File: src/verilog/dac_pkg.sv
// Purpose: Constants and carriers of the diagnostic and address-mode command block.
// Assumes: Byte-wide command codes written in the low bits of the command register.
// Notes:   Register indices are word addresses on the plain register port.
package dac_pkg;
	localparam logic [7:0] CMD_DIAG      = 8'h0a;
	localparam logic [7:0] CMD_SRC_ON    = 8'h0d;
	localparam logic [7:0] CMD_SRC_OFF   = 8'h0e;
	localparam logic [7:0] CMD_DFLT_ADDR = 8'h0f;
	localparam logic [7:0] CMD_ALLM_ON   = 8'h10;
	localparam logic [7:0] CMD_ALLM_OFF  = 8'h11;
	localparam logic [7:0] CMD_NET_LPBK  = 8'h12;
	localparam logic [7:0] CMD_RESET     = 8'h3f;
	localparam logic [7:0] ST_OK         = 8'h00;
	localparam logic [7:0] ST_RETRY      = 8'h01;
	localparam logic [7:0] ST_ROM_ERR    = 8'h01;
	localparam logic [7:0] ST_RAM_ERR    = 8'h02;
	localparam logic [7:0] ST_ADDR_ERR   = 8'h03;
	localparam logic [7:0] ST_INAPPROP   = 8'h03;
	localparam logic [7:0] ST_LPBK_ERR   = 8'h04;
	localparam logic [7:0] ST_JABBER     = 8'h04;
	localparam logic [7:0] ST_EXCESS     = 8'h08;
	localparam logic [7:0] ST_BADCRC_OK  = 8'h0c;
	localparam logic [7:0] ST_DATA_ERR   = 8'h0d;
	localparam logic [7:0] ST_GOODCRC_BAD = 8'h0e;
	localparam logic [3:0] OFF_CMD       = 4'h0;
	localparam logic [3:0] OFF_STATUS    = 4'h1;
	localparam logic [3:0] OFF_MODE      = 4'h2;
	localparam logic [3:0] OFF_TBL_IDX   = 4'h3;
	localparam logic [3:0] OFF_TBL_LO    = 4'h4;
	localparam logic [3:0] OFF_TBL_HI    = 4'h5;
	localparam int         STAT_DONE_BIT = 8;
	localparam int         STAT_BUSY_BIT = 9;
	localparam int         MODE_SRC_BIT  = 0;
	localparam int         MODE_ALLM_BIT = 1;
	localparam int         MODE_FACT_BIT = 2;
	localparam int         TBL_VLD_BIT   = 16;
	localparam int         GRP_ENTRIES   = 63;
	localparam int         SRC_FIRST     = 6;
	localparam int         SRC_LAST      = 11;
	localparam int         MCAST_BIT     = 40;
	localparam logic       RST_SRC_INS   = 1'b1;
	localparam logic       RST_ALL_MCAST = 1'b0;
	localparam logic       RST_USE_FACT  = 1'b1;
	typedef enum logic [2:0] {
		CS_IDLE = 3'b000,
		CS_DIAG = 3'b001,
		CS_TX1  = 3'b010,
		CS_RX1  = 3'b011,
		CS_TX2  = 3'b100,
		CS_RX2  = 3'b101
	} dac_cmd_state_e;
	typedef struct packed {
		logic        wr;
		logic        rd;
		logic [3:0]  addr;
		logic [31:0] wdata;
	} dac_bus_s;
	typedef struct packed {
		logic done;
		logic rom_ok;
		logic ram_ok;
		logic addr_ok;
		logic lpbk_ok;
	} dac_diag_res_s;
	typedef struct packed {
		logic done;
		logic collided;
		logic jabber;
		logic excess;
	} dac_tx_res_s;
	typedef struct packed {
		logic done;
		logic crc_err;
		logic last_match;
	} dac_rx_res_s;
	typedef struct packed {
		logic        valid;
		logic [47:0] dst;
	} dac_rx_chk_s;
	typedef struct packed {
		logic       valid;
		logic       sof;
		logic [7:0] data;
	} dac_tx_byte_s;
endpackage

File: src/verilog/dac_cmd.sv
// Purpose: Command interpreter for diagnostics, source insertion, address and multicast modes.
// Assumes: Self-test, transmitter and receiver engines share mclk and answer with done pulses.
// Notes:   Commands written while a command is running are ignored.
`timescale 1ns/1ps
module dac_cmd #(
	parameter int GRP_N = dac_pkg::GRP_ENTRIES
) (
	input  wire logic                   mclk,         // 20 MHz clock
	input  wire logic                   resetn,       // Asynchronous reset, active low
	input  wire dac_pkg::dac_bus_s      bus,          // Register port request
	output logic [31:0]                 rdata,        // Read data, cycle after read strobe
	input  wire logic                   online,       // Device is online
	input  wire logic [47:0]            factory_addr, // Factory physical address
	input  wire dac_pkg::dac_diag_res_s diag_res,     // Self-test results
	output logic                        diag_start,   // Start self-test pulse
	output logic                        go_offline,   // Take device offline pulse
	output logic                        mem_clear,    // Clear tx and rx memory pulse
	output logic                        tx_restart,   // Restart transmit channel pulse
	output logic                        lb_tx_req,    // Send loopback frame pulse
	output logic                        lb_bad_crc,   // Frame carries a wrong CRC
	input  wire dac_pkg::dac_tx_res_s   lb_tx_res,    // Loopback transmit result
	input  wire dac_pkg::dac_rx_res_s   lb_rx_res,    // Loopback receive result
	input  wire dac_pkg::dac_rx_chk_s   rx_chk,       // Destination to filter
	output logic                        acc_vld,      // Filter verdict pulse
	output logic                        acc,          // Frame accepted
	input  wire dac_pkg::dac_tx_byte_s  tx_in,        // Outgoing frame bytes
	output dac_pkg::dac_tx_byte_s       tx_out,       // Bytes after source insertion
	output logic                        src_insert,   // Source insertion mode
	output logic                        all_mcast,    // Receive all multicast mode
	output logic                        use_factory   // Factory address in use
);
	// ======================================================================
	// Command decode
	dac_pkg::dac_cmd_state_e state_q;
	logic [7:0]  status_q;
	logic        done_q;
	logic        retry_q;
	logic        cmd_wr;
	logic        idle_cmd;
	logic [7:0]  code;
	logic        init_evt;
	assign cmd_wr   = bus.wr && (bus.addr == dac_pkg::OFF_CMD);
	assign code     = bus.wdata[7:0];
	assign idle_cmd = cmd_wr && (state_q == dac_pkg::CS_IDLE);
	assign init_evt = (idle_cmd && code == dac_pkg::CMD_RESET)
		|| (state_q == dac_pkg::CS_DIAG && diag_res.done);

	// ======================================================================
	// Command sequencer
	always_ff @(posedge mclk or negedge resetn) begin
		if (!resetn) begin
			state_q    <= dac_pkg::CS_IDLE;
			status_q   <= dac_pkg::ST_OK;
			done_q     <= 1'b0;
			retry_q    <= 1'b0;
			diag_start <= 1'b0;
			go_offline <= 1'b0;
			mem_clear  <= 1'b0;
			lb_tx_req  <= 1'b0;
			lb_bad_crc <= 1'b0;
		end else begin
			diag_start <= 1'b0;
			go_offline <= 1'b0;
			mem_clear  <= 1'b0;
			lb_tx_req  <= 1'b0;
			unique case (state_q)
				dac_pkg::CS_IDLE: begin
					if (idle_cmd) begin
						unique case (code)
							dac_pkg::CMD_DIAG: begin
								state_q    <= dac_pkg::CS_DIAG;
								done_q     <= 1'b0;
								diag_start <= 1'b1;
								go_offline <= 1'b1;
								mem_clear  <= 1'b1;
							end
							dac_pkg::CMD_NET_LPBK: begin
								if (!online) begin
									status_q <= dac_pkg::ST_INAPPROP;
									done_q   <= 1'b1;
								end else begin
									state_q    <= dac_pkg::CS_TX1;
									done_q     <= 1'b0;
									retry_q    <= 1'b0;
									lb_tx_req  <= 1'b1;
									lb_bad_crc <= 1'b1;
								end
							end
							dac_pkg::CMD_SRC_ON, dac_pkg::CMD_SRC_OFF, dac_pkg::CMD_DFLT_ADDR,
							dac_pkg::CMD_ALLM_ON, dac_pkg::CMD_ALLM_OFF, dac_pkg::CMD_RESET: begin
								status_q <= dac_pkg::ST_OK;
								done_q   <= 1'b1;
							end
							// Reserved and foreign codes leave everything untouched.
							default: done_q <= done_q;
						endcase
					end
				end
				dac_pkg::CS_DIAG: begin
					if (diag_res.done) begin
						state_q <= dac_pkg::CS_IDLE;
						done_q  <= 1'b1;
						if (!diag_res.rom_ok) status_q <= dac_pkg::ST_ROM_ERR;
						else if (!diag_res.ram_ok) status_q <= dac_pkg::ST_RAM_ERR;
						else if (!diag_res.addr_ok) status_q <= dac_pkg::ST_ADDR_ERR;
						else if (!diag_res.lpbk_ok) status_q <= dac_pkg::ST_LPBK_ERR;
						else status_q <= dac_pkg::ST_OK;
					end
				end
				dac_pkg::CS_TX1, dac_pkg::CS_TX2: begin
					if (lb_tx_res.done) begin
						if (lb_tx_res.jabber) begin
							status_q <= dac_pkg::ST_JABBER;
							done_q   <= 1'b1;
							state_q  <= dac_pkg::CS_IDLE;
						end else if (lb_tx_res.excess) begin
							status_q <= dac_pkg::ST_EXCESS;
							done_q   <= 1'b1;
							state_q  <= dac_pkg::CS_IDLE;
						end else begin
							retry_q <= retry_q | lb_tx_res.collided;
							state_q <= (state_q == dac_pkg::CS_TX1) ? dac_pkg::CS_RX1
								: dac_pkg::CS_RX2;
						end
					end
				end
				dac_pkg::CS_RX1: begin
					if (lb_rx_res.done) begin
						if (!lb_rx_res.crc_err) begin
							status_q <= dac_pkg::ST_BADCRC_OK;
							done_q   <= 1'b1;
							state_q  <= dac_pkg::CS_IDLE;
						end else begin
							state_q    <= dac_pkg::CS_TX2;
							lb_tx_req  <= 1'b1;
							lb_bad_crc <= 1'b0;
						end
					end
				end
				dac_pkg::CS_RX2: begin
					if (lb_rx_res.done) begin
						done_q  <= 1'b1;
						state_q <= dac_pkg::CS_IDLE;
						if (lb_rx_res.crc_err) status_q <= dac_pkg::ST_GOODCRC_BAD;
						else if (!lb_rx_res.last_match) status_q <= dac_pkg::ST_DATA_ERR;
						else status_q <= retry_q ? dac_pkg::ST_RETRY : dac_pkg::ST_OK;
					end
				end
				default: state_q <= dac_pkg::CS_IDLE;
			endcase
		end
	end

	// ======================================================================
	// Mode flags
	always_ff @(posedge mclk or negedge resetn) begin
		if (!resetn) begin
			src_insert  <= dac_pkg::RST_SRC_INS;
			all_mcast   <= dac_pkg::RST_ALL_MCAST;
			use_factory <= dac_pkg::RST_USE_FACT;
			tx_restart  <= 1'b0;
		end else begin
			tx_restart <= idle_cmd && (code == dac_pkg::CMD_SRC_ON
				|| code == dac_pkg::CMD_SRC_OFF);
			if (init_evt) begin
				src_insert  <= dac_pkg::RST_SRC_INS;
				all_mcast   <= dac_pkg::RST_ALL_MCAST;
				use_factory <= dac_pkg::RST_USE_FACT;
			end else if (idle_cmd) begin
				if (code == dac_pkg::CMD_SRC_ON) src_insert <= 1'b1;
				if (code == dac_pkg::CMD_SRC_OFF) src_insert <= 1'b0;
				if (code == dac_pkg::CMD_DFLT_ADDR) use_factory <= 1'b1;
				if (code == dac_pkg::CMD_ALLM_ON) all_mcast <= 1'b1;
				if (code == dac_pkg::CMD_ALLM_OFF) all_mcast <= 1'b0;
			end
		end
	end

	// ======================================================================
	// Source address insertion; the count resets on a channel restart, which drops only the byte
	// of that cycle; the rest of a half-sent frame passes on, counted again from zero.
	logic [3:0] tx_cnt_q;
	logic [3:0] tx_idx;
	logic [3:0] src_off;
	assign tx_idx  = tx_in.sof ? 4'h0 : tx_cnt_q;
	assign src_off = tx_idx - 4'(dac_pkg::SRC_FIRST);
	always_ff @(posedge mclk or negedge resetn) begin
		if (!resetn) begin
			tx_cnt_q <= 4'h0;
			tx_out   <= '0;
		end else begin
			tx_out.valid <= tx_in.valid && !tx_restart;
			tx_out.sof   <= tx_in.sof;
			tx_out.data  <= tx_in.data;
			if (tx_restart) begin
				tx_cnt_q <= 4'h0;
			end else if (tx_in.valid) begin
				if (tx_idx != 4'(dac_pkg::SRC_LAST + 1)) tx_cnt_q <= tx_idx + 4'h1;
				else tx_cnt_q <= tx_idx;
				if (src_insert && tx_idx >= 4'(dac_pkg::SRC_FIRST)
					&& tx_idx <= 4'(dac_pkg::SRC_LAST)) begin
					tx_out.data <= factory_addr[6'(47 - 8 * src_off) -: 8];
				end
			end
		end
	end

	// ======================================================================
	// Destination filter and group table
	logic [47:0] grp_addr [GRP_N];
	logic [5:0]  grp_hash [GRP_N];
	logic [GRP_N-1:0] grp_vld_q;
	logic [5:0]  tbl_idx_q;
	logic [31:0] tbl_lo_q;
	logic [47:0] tbl_new;
	logic        scan_q;
	logic [5:0]  scan_idx_q;
	logic [47:0] dst_q;
	logic [5:0]  dst_hash_q;
	logic        hit;

	function automatic logic [5:0] hash6(input logic [47:0] a);
		hash6 = 6'(a[47:40] ^ a[39:32] ^ a[31:24] ^ a[23:16] ^ a[15:8] ^ a[7:0]);
	endfunction

	assign tbl_new = {bus.wdata[15:0], tbl_lo_q};
	assign hit     = grp_vld_q[scan_idx_q] && grp_hash[scan_idx_q] == dst_hash_q
		&& grp_addr[scan_idx_q] == dst_q;

	always_ff @(posedge mclk or negedge resetn) begin
		if (!resetn) begin
			tbl_idx_q <= 6'h00;
			tbl_lo_q  <= 32'h0000_0000;
			grp_vld_q <= '0;
		end else if (bus.wr) begin
			if (bus.addr == dac_pkg::OFF_TBL_IDX) tbl_idx_q <= bus.wdata[5:0];
			if (bus.addr == dac_pkg::OFF_TBL_LO) tbl_lo_q <= bus.wdata;
			if (bus.addr == dac_pkg::OFF_TBL_HI && tbl_idx_q < 6'(GRP_N)) begin
				grp_vld_q[tbl_idx_q] <= bus.wdata[dac_pkg::TBL_VLD_BIT];
			end
		end
	end

	always_ff @(posedge mclk) begin
		if (bus.wr && bus.addr == dac_pkg::OFF_TBL_HI && tbl_idx_q < 6'(GRP_N)) begin
			grp_addr[tbl_idx_q] <= tbl_new;
			grp_hash[tbl_idx_q] <= hash6(tbl_new);
		end
	end

	// Loopback frames arrive here too, so the all-multicast bypass covers them.
	always_ff @(posedge mclk or negedge resetn) begin
		if (!resetn) begin
			scan_q     <= 1'b0;
			scan_idx_q <= 6'h00;
			dst_q      <= 48'h0;
			dst_hash_q <= 6'h00;
			acc_vld    <= 1'b0;
			acc        <= 1'b0;
		end else begin
			acc_vld <= 1'b0;
			if (scan_q) begin
				if (hit || scan_idx_q == 6'(GRP_N - 1)) begin
					scan_q  <= 1'b0;
					acc_vld <= 1'b1;
					acc     <= hit;
				end else begin
					scan_idx_q <= scan_idx_q + 6'h01;
				end
			end else if (rx_chk.valid) begin
				if (&rx_chk.dst) begin
					acc_vld <= 1'b1;
					acc     <= 1'b1;
				end else if (rx_chk.dst[dac_pkg::MCAST_BIT]) begin
					if (all_mcast) begin
						acc_vld <= 1'b1;
						acc     <= 1'b1;
					end else begin
						scan_q     <= 1'b1;
						scan_idx_q <= 6'h00;
						dst_q      <= rx_chk.dst;
						dst_hash_q <= hash6(rx_chk.dst);
					end
				end else begin
					acc_vld <= 1'b1;
					acc     <= !use_factory || rx_chk.dst == factory_addr;
				end
			end
		end
	end

	// ======================================================================
	// Read port
	always_ff @(posedge mclk or negedge resetn) begin
		if (!resetn) begin
			rdata <= 32'h0000_0000;
		end else if (bus.rd) begin
			rdata <= 32'h0000_0000;
			unique case (bus.addr)
				dac_pkg::OFF_STATUS: begin
					rdata[7:0] <= status_q;
					rdata[dac_pkg::STAT_DONE_BIT] <= done_q;
					rdata[dac_pkg::STAT_BUSY_BIT] <= state_q != dac_pkg::CS_IDLE;
				end
				dac_pkg::OFF_MODE: begin
					rdata[dac_pkg::MODE_SRC_BIT]  <= src_insert;
					rdata[dac_pkg::MODE_ALLM_BIT] <= all_mcast;
					rdata[dac_pkg::MODE_FACT_BIT] <= use_factory;
				end
				dac_pkg::OFF_TBL_IDX: rdata[5:0] <= tbl_idx_q;
				default: rdata <= 32'h0000_0000;
			endcase
		end else begin
			rdata <= 32'h0000_0000;
		end
	end
endmodule

File: config.mk
export PLATFORM = sky130hd
export DESIGN_NAME = dac_cmd
export DESIGN_NICKNAME = d
export VERILOG_FILES = /design/src/verilog/dac_pkg.sv /design/src/verilog/dac_cmd.sv
export SDC_FILE = /design/constraint.sdc
export NUM_CORES = 2
export LEC_CHECK = 0
export BUFFER_PORTS_ARGS = -buffer_cell sky130_fd_sc_hd__clkbuf_2
export CAP_MARGIN = 20
export CORE_UTILIZATION = 38
export DETAILED_ROUTE_END_ITERATION = 10
export PLACE_DENSITY = 0.63
export SYNTH_ARGS = -nofsm -noshare
export SYNTH_HDL_FRONTEND = slang
export SYNTH_SLANG_ARGS = --single-unit
export TNS_END_PERCENT = 20
File: constraint.sdc
create_clock -name mclk -period 6.15 [get_ports mclk]
set_input_delay 1.23 -clock mclk [delete_from_list [all_inputs] [get_ports mclk]]
set_output_delay 1.23 -clock mclk [all_outputs]
set_load 0.1 [all_outputs]
==> results.sh <==
export IMPL_yosys_area_share_simple=0.0271
export IMPL_dpl_hpwl_um=275000
export IMPL_cpPeakStageDelay_ns=1.19
export IMPL_maxCapViolations=0
export IMPL_antenna_found_initial=37
export IMPL_worstSetupPathType="register to register"
export IMPL_outcome="completed"
export IMPL_wl_per_cell_um=37.2
export IMPL_synth_edf_count=3402
export IMPL_io_buffers=187
export IMPL_fillCellCount=31600
export IMPL_critPathMaxFanout=28
export IMPL_seq_power_share=0.394
export IMPL_rsz0062_at_grt="no"
export IMPL_ys_seq_elements=3603
export IMPL_r2r_start="scan_idx_q[0]"
export IMPL_finalSetupViolations=0
export IMPL_dr_pass1_iters=6
export IMPL_syn_inst=7121
export IMPL_synth_distinct_cells=89
export IMPL_async_flop_share=0.0558
export IMPL_postCtsSetupBuffers=0
export IMPL_tightest_slew_ns=1.23
export IMPL_max_freq_ghz=0.175
export IMPL_postLayoutCoreUtil=0.439
export IMPL_grt_max_degree=133
export IMPL_holdBufCountCts=0
export IMPL_max_vdd_ir_drop_uv=385
export IMPL_slowest_stage="dfrtp_4"
export IMPL_clkPwrFrac=0.286
export IMPL_clock_skew_ns=0.0686
export IMPL_hp_class="input pin to asynchronous set/reset pin"
export IMPL_p_int_uw=49900
export IMPL_first_global_vias=77500
export IMPL_hold_viol_final=0
export IMPL_synthAdderAreaFrac=0.000353
export IMPL_core_um2=372000
export IMPL_switchingPower_uw=26000
export IMPL_cts_tree="done"
export IMPL_ctsResizeCount=0
export IMPL_synth_compound_area_frac=0.0392
export IMPL_start_util=0.382
export IMPL_synth_seq_area_share=0.755
export IMPL_synth_top_area_frac=0.720
export IMPL_relSlewSlack=0.168
export IMPL_synth_xor_area_share=0.00895
export IMPL_drive_above_1_share=0.259
export IMPL_dieArea_um2=376000
export IMPL_synth_top_family_by_area="multiplexers"
export IMPL_cts_buffers=369
export IMPL_die_x_um=613
export IMPL_cts_root_buffer="clkbuf_16"
export IMPL_drtAntennaViolNets=0
export IMPL_slew_viol_final=0
export IMPL_die_y_um=613
export IMPL_drtIter0Drc=14000
export IMPL_ys_warnings_count=0
export IMPL_routed_via_density=6.24
export IMPL_period_share=0.930
export IMPL_place_gp_congestion=0.943
export IMPL_dr_total_vias=81000
export IMPL_rows=224
export IMPL_gr_total_overflow=0
export IMPL_leakage_uw=0.0534
export IMPL_clock_latency_ns=0.93
export IMPL_p_sw_frac=0.343
export IMPL_cp_end_kind="register"
export IMPL_clockBufferDepth=4
export IMPL_tns_ns=0
export IMPL_grt_pass1_wl_um=653000
export IMPL_wl_um=483000
export IMPL_fin_crit_ns=5.72
export IMPL_power_density_nw_per_um2=465
export IMPL_synth_ff_type="edfxtp_1"
export IMPL_critPathLaunchType="register"
export IMPL_cp_startpoint="scan_idx_q[0]"
export IMPL_clk_pin_slew_ns=0.06
export IMPL_nets=7862
export IMPL_yosysTopAreaCell="edfxtp_1"
export IMPL_cp_common_cell="buf_4"
export IMPL_drc=0
export IMPL_syn_cell_area_um2=142000
export IMPL_worstPathArrival_ns=6.55
export IMPL_syn_area_per_cell_um2=19.9
export IMPL_synthToLayoutAreaGrowth_pct=15.0
export IMPL_synthMuxAreaShare=0.150
export IMPL_crit_chain="buf_12 -> buf_4 -> buf_4 -> mux4_2 -> nor2_1 -> nor4_1 -> a22o_1 -> xor2_1 -> buf_4 -> nor3_1 -> and3_1 -> and4b_1 -> buf_4 -> nor2_1 -> mux2i_1"
export IMPL_synth_area_leaders="edfxtp_1, mux4_2, dfrtp_1"
export IMPL_cts_sink_count=3603
export IMPL_grtUsageTotal=0.253
export IMPL_num_io_pins=213
export IMPL_htreeDepth=5
export IMPL_pwr_share_comb=0.320
export IMPL_critPathRequiredTime_ns=6.98
==> cell usage in the layout, fill, tap and decap left out, types with 71 or more instances in the layout <==
master / instances
xnor2_1: 116
mux2i_1: 478
clkbuf_1: 103
buf_12: 102
nor2_1: 77
a22oi_1: 105
dfrtp_1: 176
mux4_2: 643
clkbuf_2: 184
buf_4: 319
o221ai_1: 71
a21oi_1: 102
o21ai_0: 129
edfxtp_1: 3402
clkbuf_16: 374
nand2_1: 400
mux2_2: 175
o22ai_1: 76
==> per-stage QoR <==
step	power, uW	cell area [um2]	hold slack (ns)	setup slack (ns)	instances
4_1_cts	75400	163000	0.209	0.656	13000
3_5_place_dp	54000	152000	0.485	0.686	12300
3_3_place_gp	53700	152000	0.464	0.624	12300
6_report	75900	163000	0.256	0.428	13000
5_1_grt	77500	163000	0.236	0.509	13000
2_1_floorplan	44100	142000	0.438	0.963	7144
==> worst max-delay path: cells and delay by family, from the launching register on <==
family / cells / cell delay (ns)
buf+inv: 5 / 1.40
mux: 2 / 0.48
simple gates: 6 / 1.91
flops: 1 / 1.19
compound gates: 1 / 0.37
xor+xnor: 1 / 0.18
==> state kept, by name, indices dropped and copies added, names as in the netlist, 8 cells and up <==
signal / cells
tx_out: 10
rdata: 8
grp_vld_q: 63
grp_hash: 378
dst_q: 48
tbl_lo_q: 32
grp_addr: 3024
==> area by class of cell <==
| cell class | instances | area, um2 | share of cell area |
|---|---|---|---|
| clock inverter | 181 | 1640 | 0.0100 |
| multi-input combinational | 3092 | 32700 | 0.201 |
| antenna | 11 | 27.5 | 0.000169 |
| clock buffer | 487 | 9880 | 0.0605 |
| tap | 4972 | 6220 | 0.0381 |
| inverter | 21 | 87.6 | 0.000537 |
| timing repair buffer | 611 | 5400 | 0.0331 |
| sequential | 3603 | 107000 | 0.657 |
==> path summary, 6_finish.rpt <==
path,endpoint,slack (ns),cells after the start
min reg2reg,done_q,0.49,2
min,tbl_lo_q[3],0.26,1
max in group asynchronous,tbl_lo_q[27],4.48,2
max reg2reg,scan_idx_q[1],0.43,15
max,scan_idx_q[1],0.43,15
min in group mclk,done_q,0.49,2
==> power by group through the flow <==
stage | clock (uW) | sequential [uW] | combinational [uW]
6_report | 21700 | 29900 | 24300
5_1_grt | 22700 | 29800 | 24900
3_5_place_dp | 0 | 30400 | 23600
3_3_place_gp | 0 | 30400 | 23300
2_1_floorplan | 0 | 30200 | 13900
4_1_cts | 21800 | 29900 | 23700
==> cell families (layout without fill, tap and decap cells) <==
family / after synthesis / in the layout
XOR/XNOR: 145 / 145
flip-flops: 3603 / 3603
other: 2 / 36
buffers and inverters: 449 / 1300
multiplexers: 1299 / 1299
adder cells (fa/ha/maj): 4 / 4
AND/OR/NAND/NOR: 835 / 835
AO/OA/AOI/OAI: 784 / 784
==> Yosys cell counts (18+ instances only) <==
cell type,instances
a22o_1,18
dfrtp_1,200
a221oi_1,66
o211ai_1,25
buf_2,80
buf_6,54
nor2_1,142
mux4_2,643
xnor2_1,122
a31oi_1,21
a22oi_1,105
xor2_1,23
nor2b_1,30
mux2i_1,478
buf_4,92
o221ai_1,71
buf_1,30
a21oi_1,102
nor4_1,19
o21ai_0,129
nor3_1,27
nand3_1,59
edfxtp_1,3402
nand2b_1,24
mux2_2,175
clkbuf_1,161
and3_1,21
nand4_1,38
o22ai_1,76
nand2_1,400
a211oi_1,46
==> per-layer routing <==
layer	vias to the layer above	wire, um	track usage
li1	30500	-	-
met1	42900	175000	0.339
met2	6296	218000	0.388
met3	1346	62100	0.0602
met4	20	28700	0.121
met5	-	122	0
No activity file was read; power rests on OpenSTA's default activity.
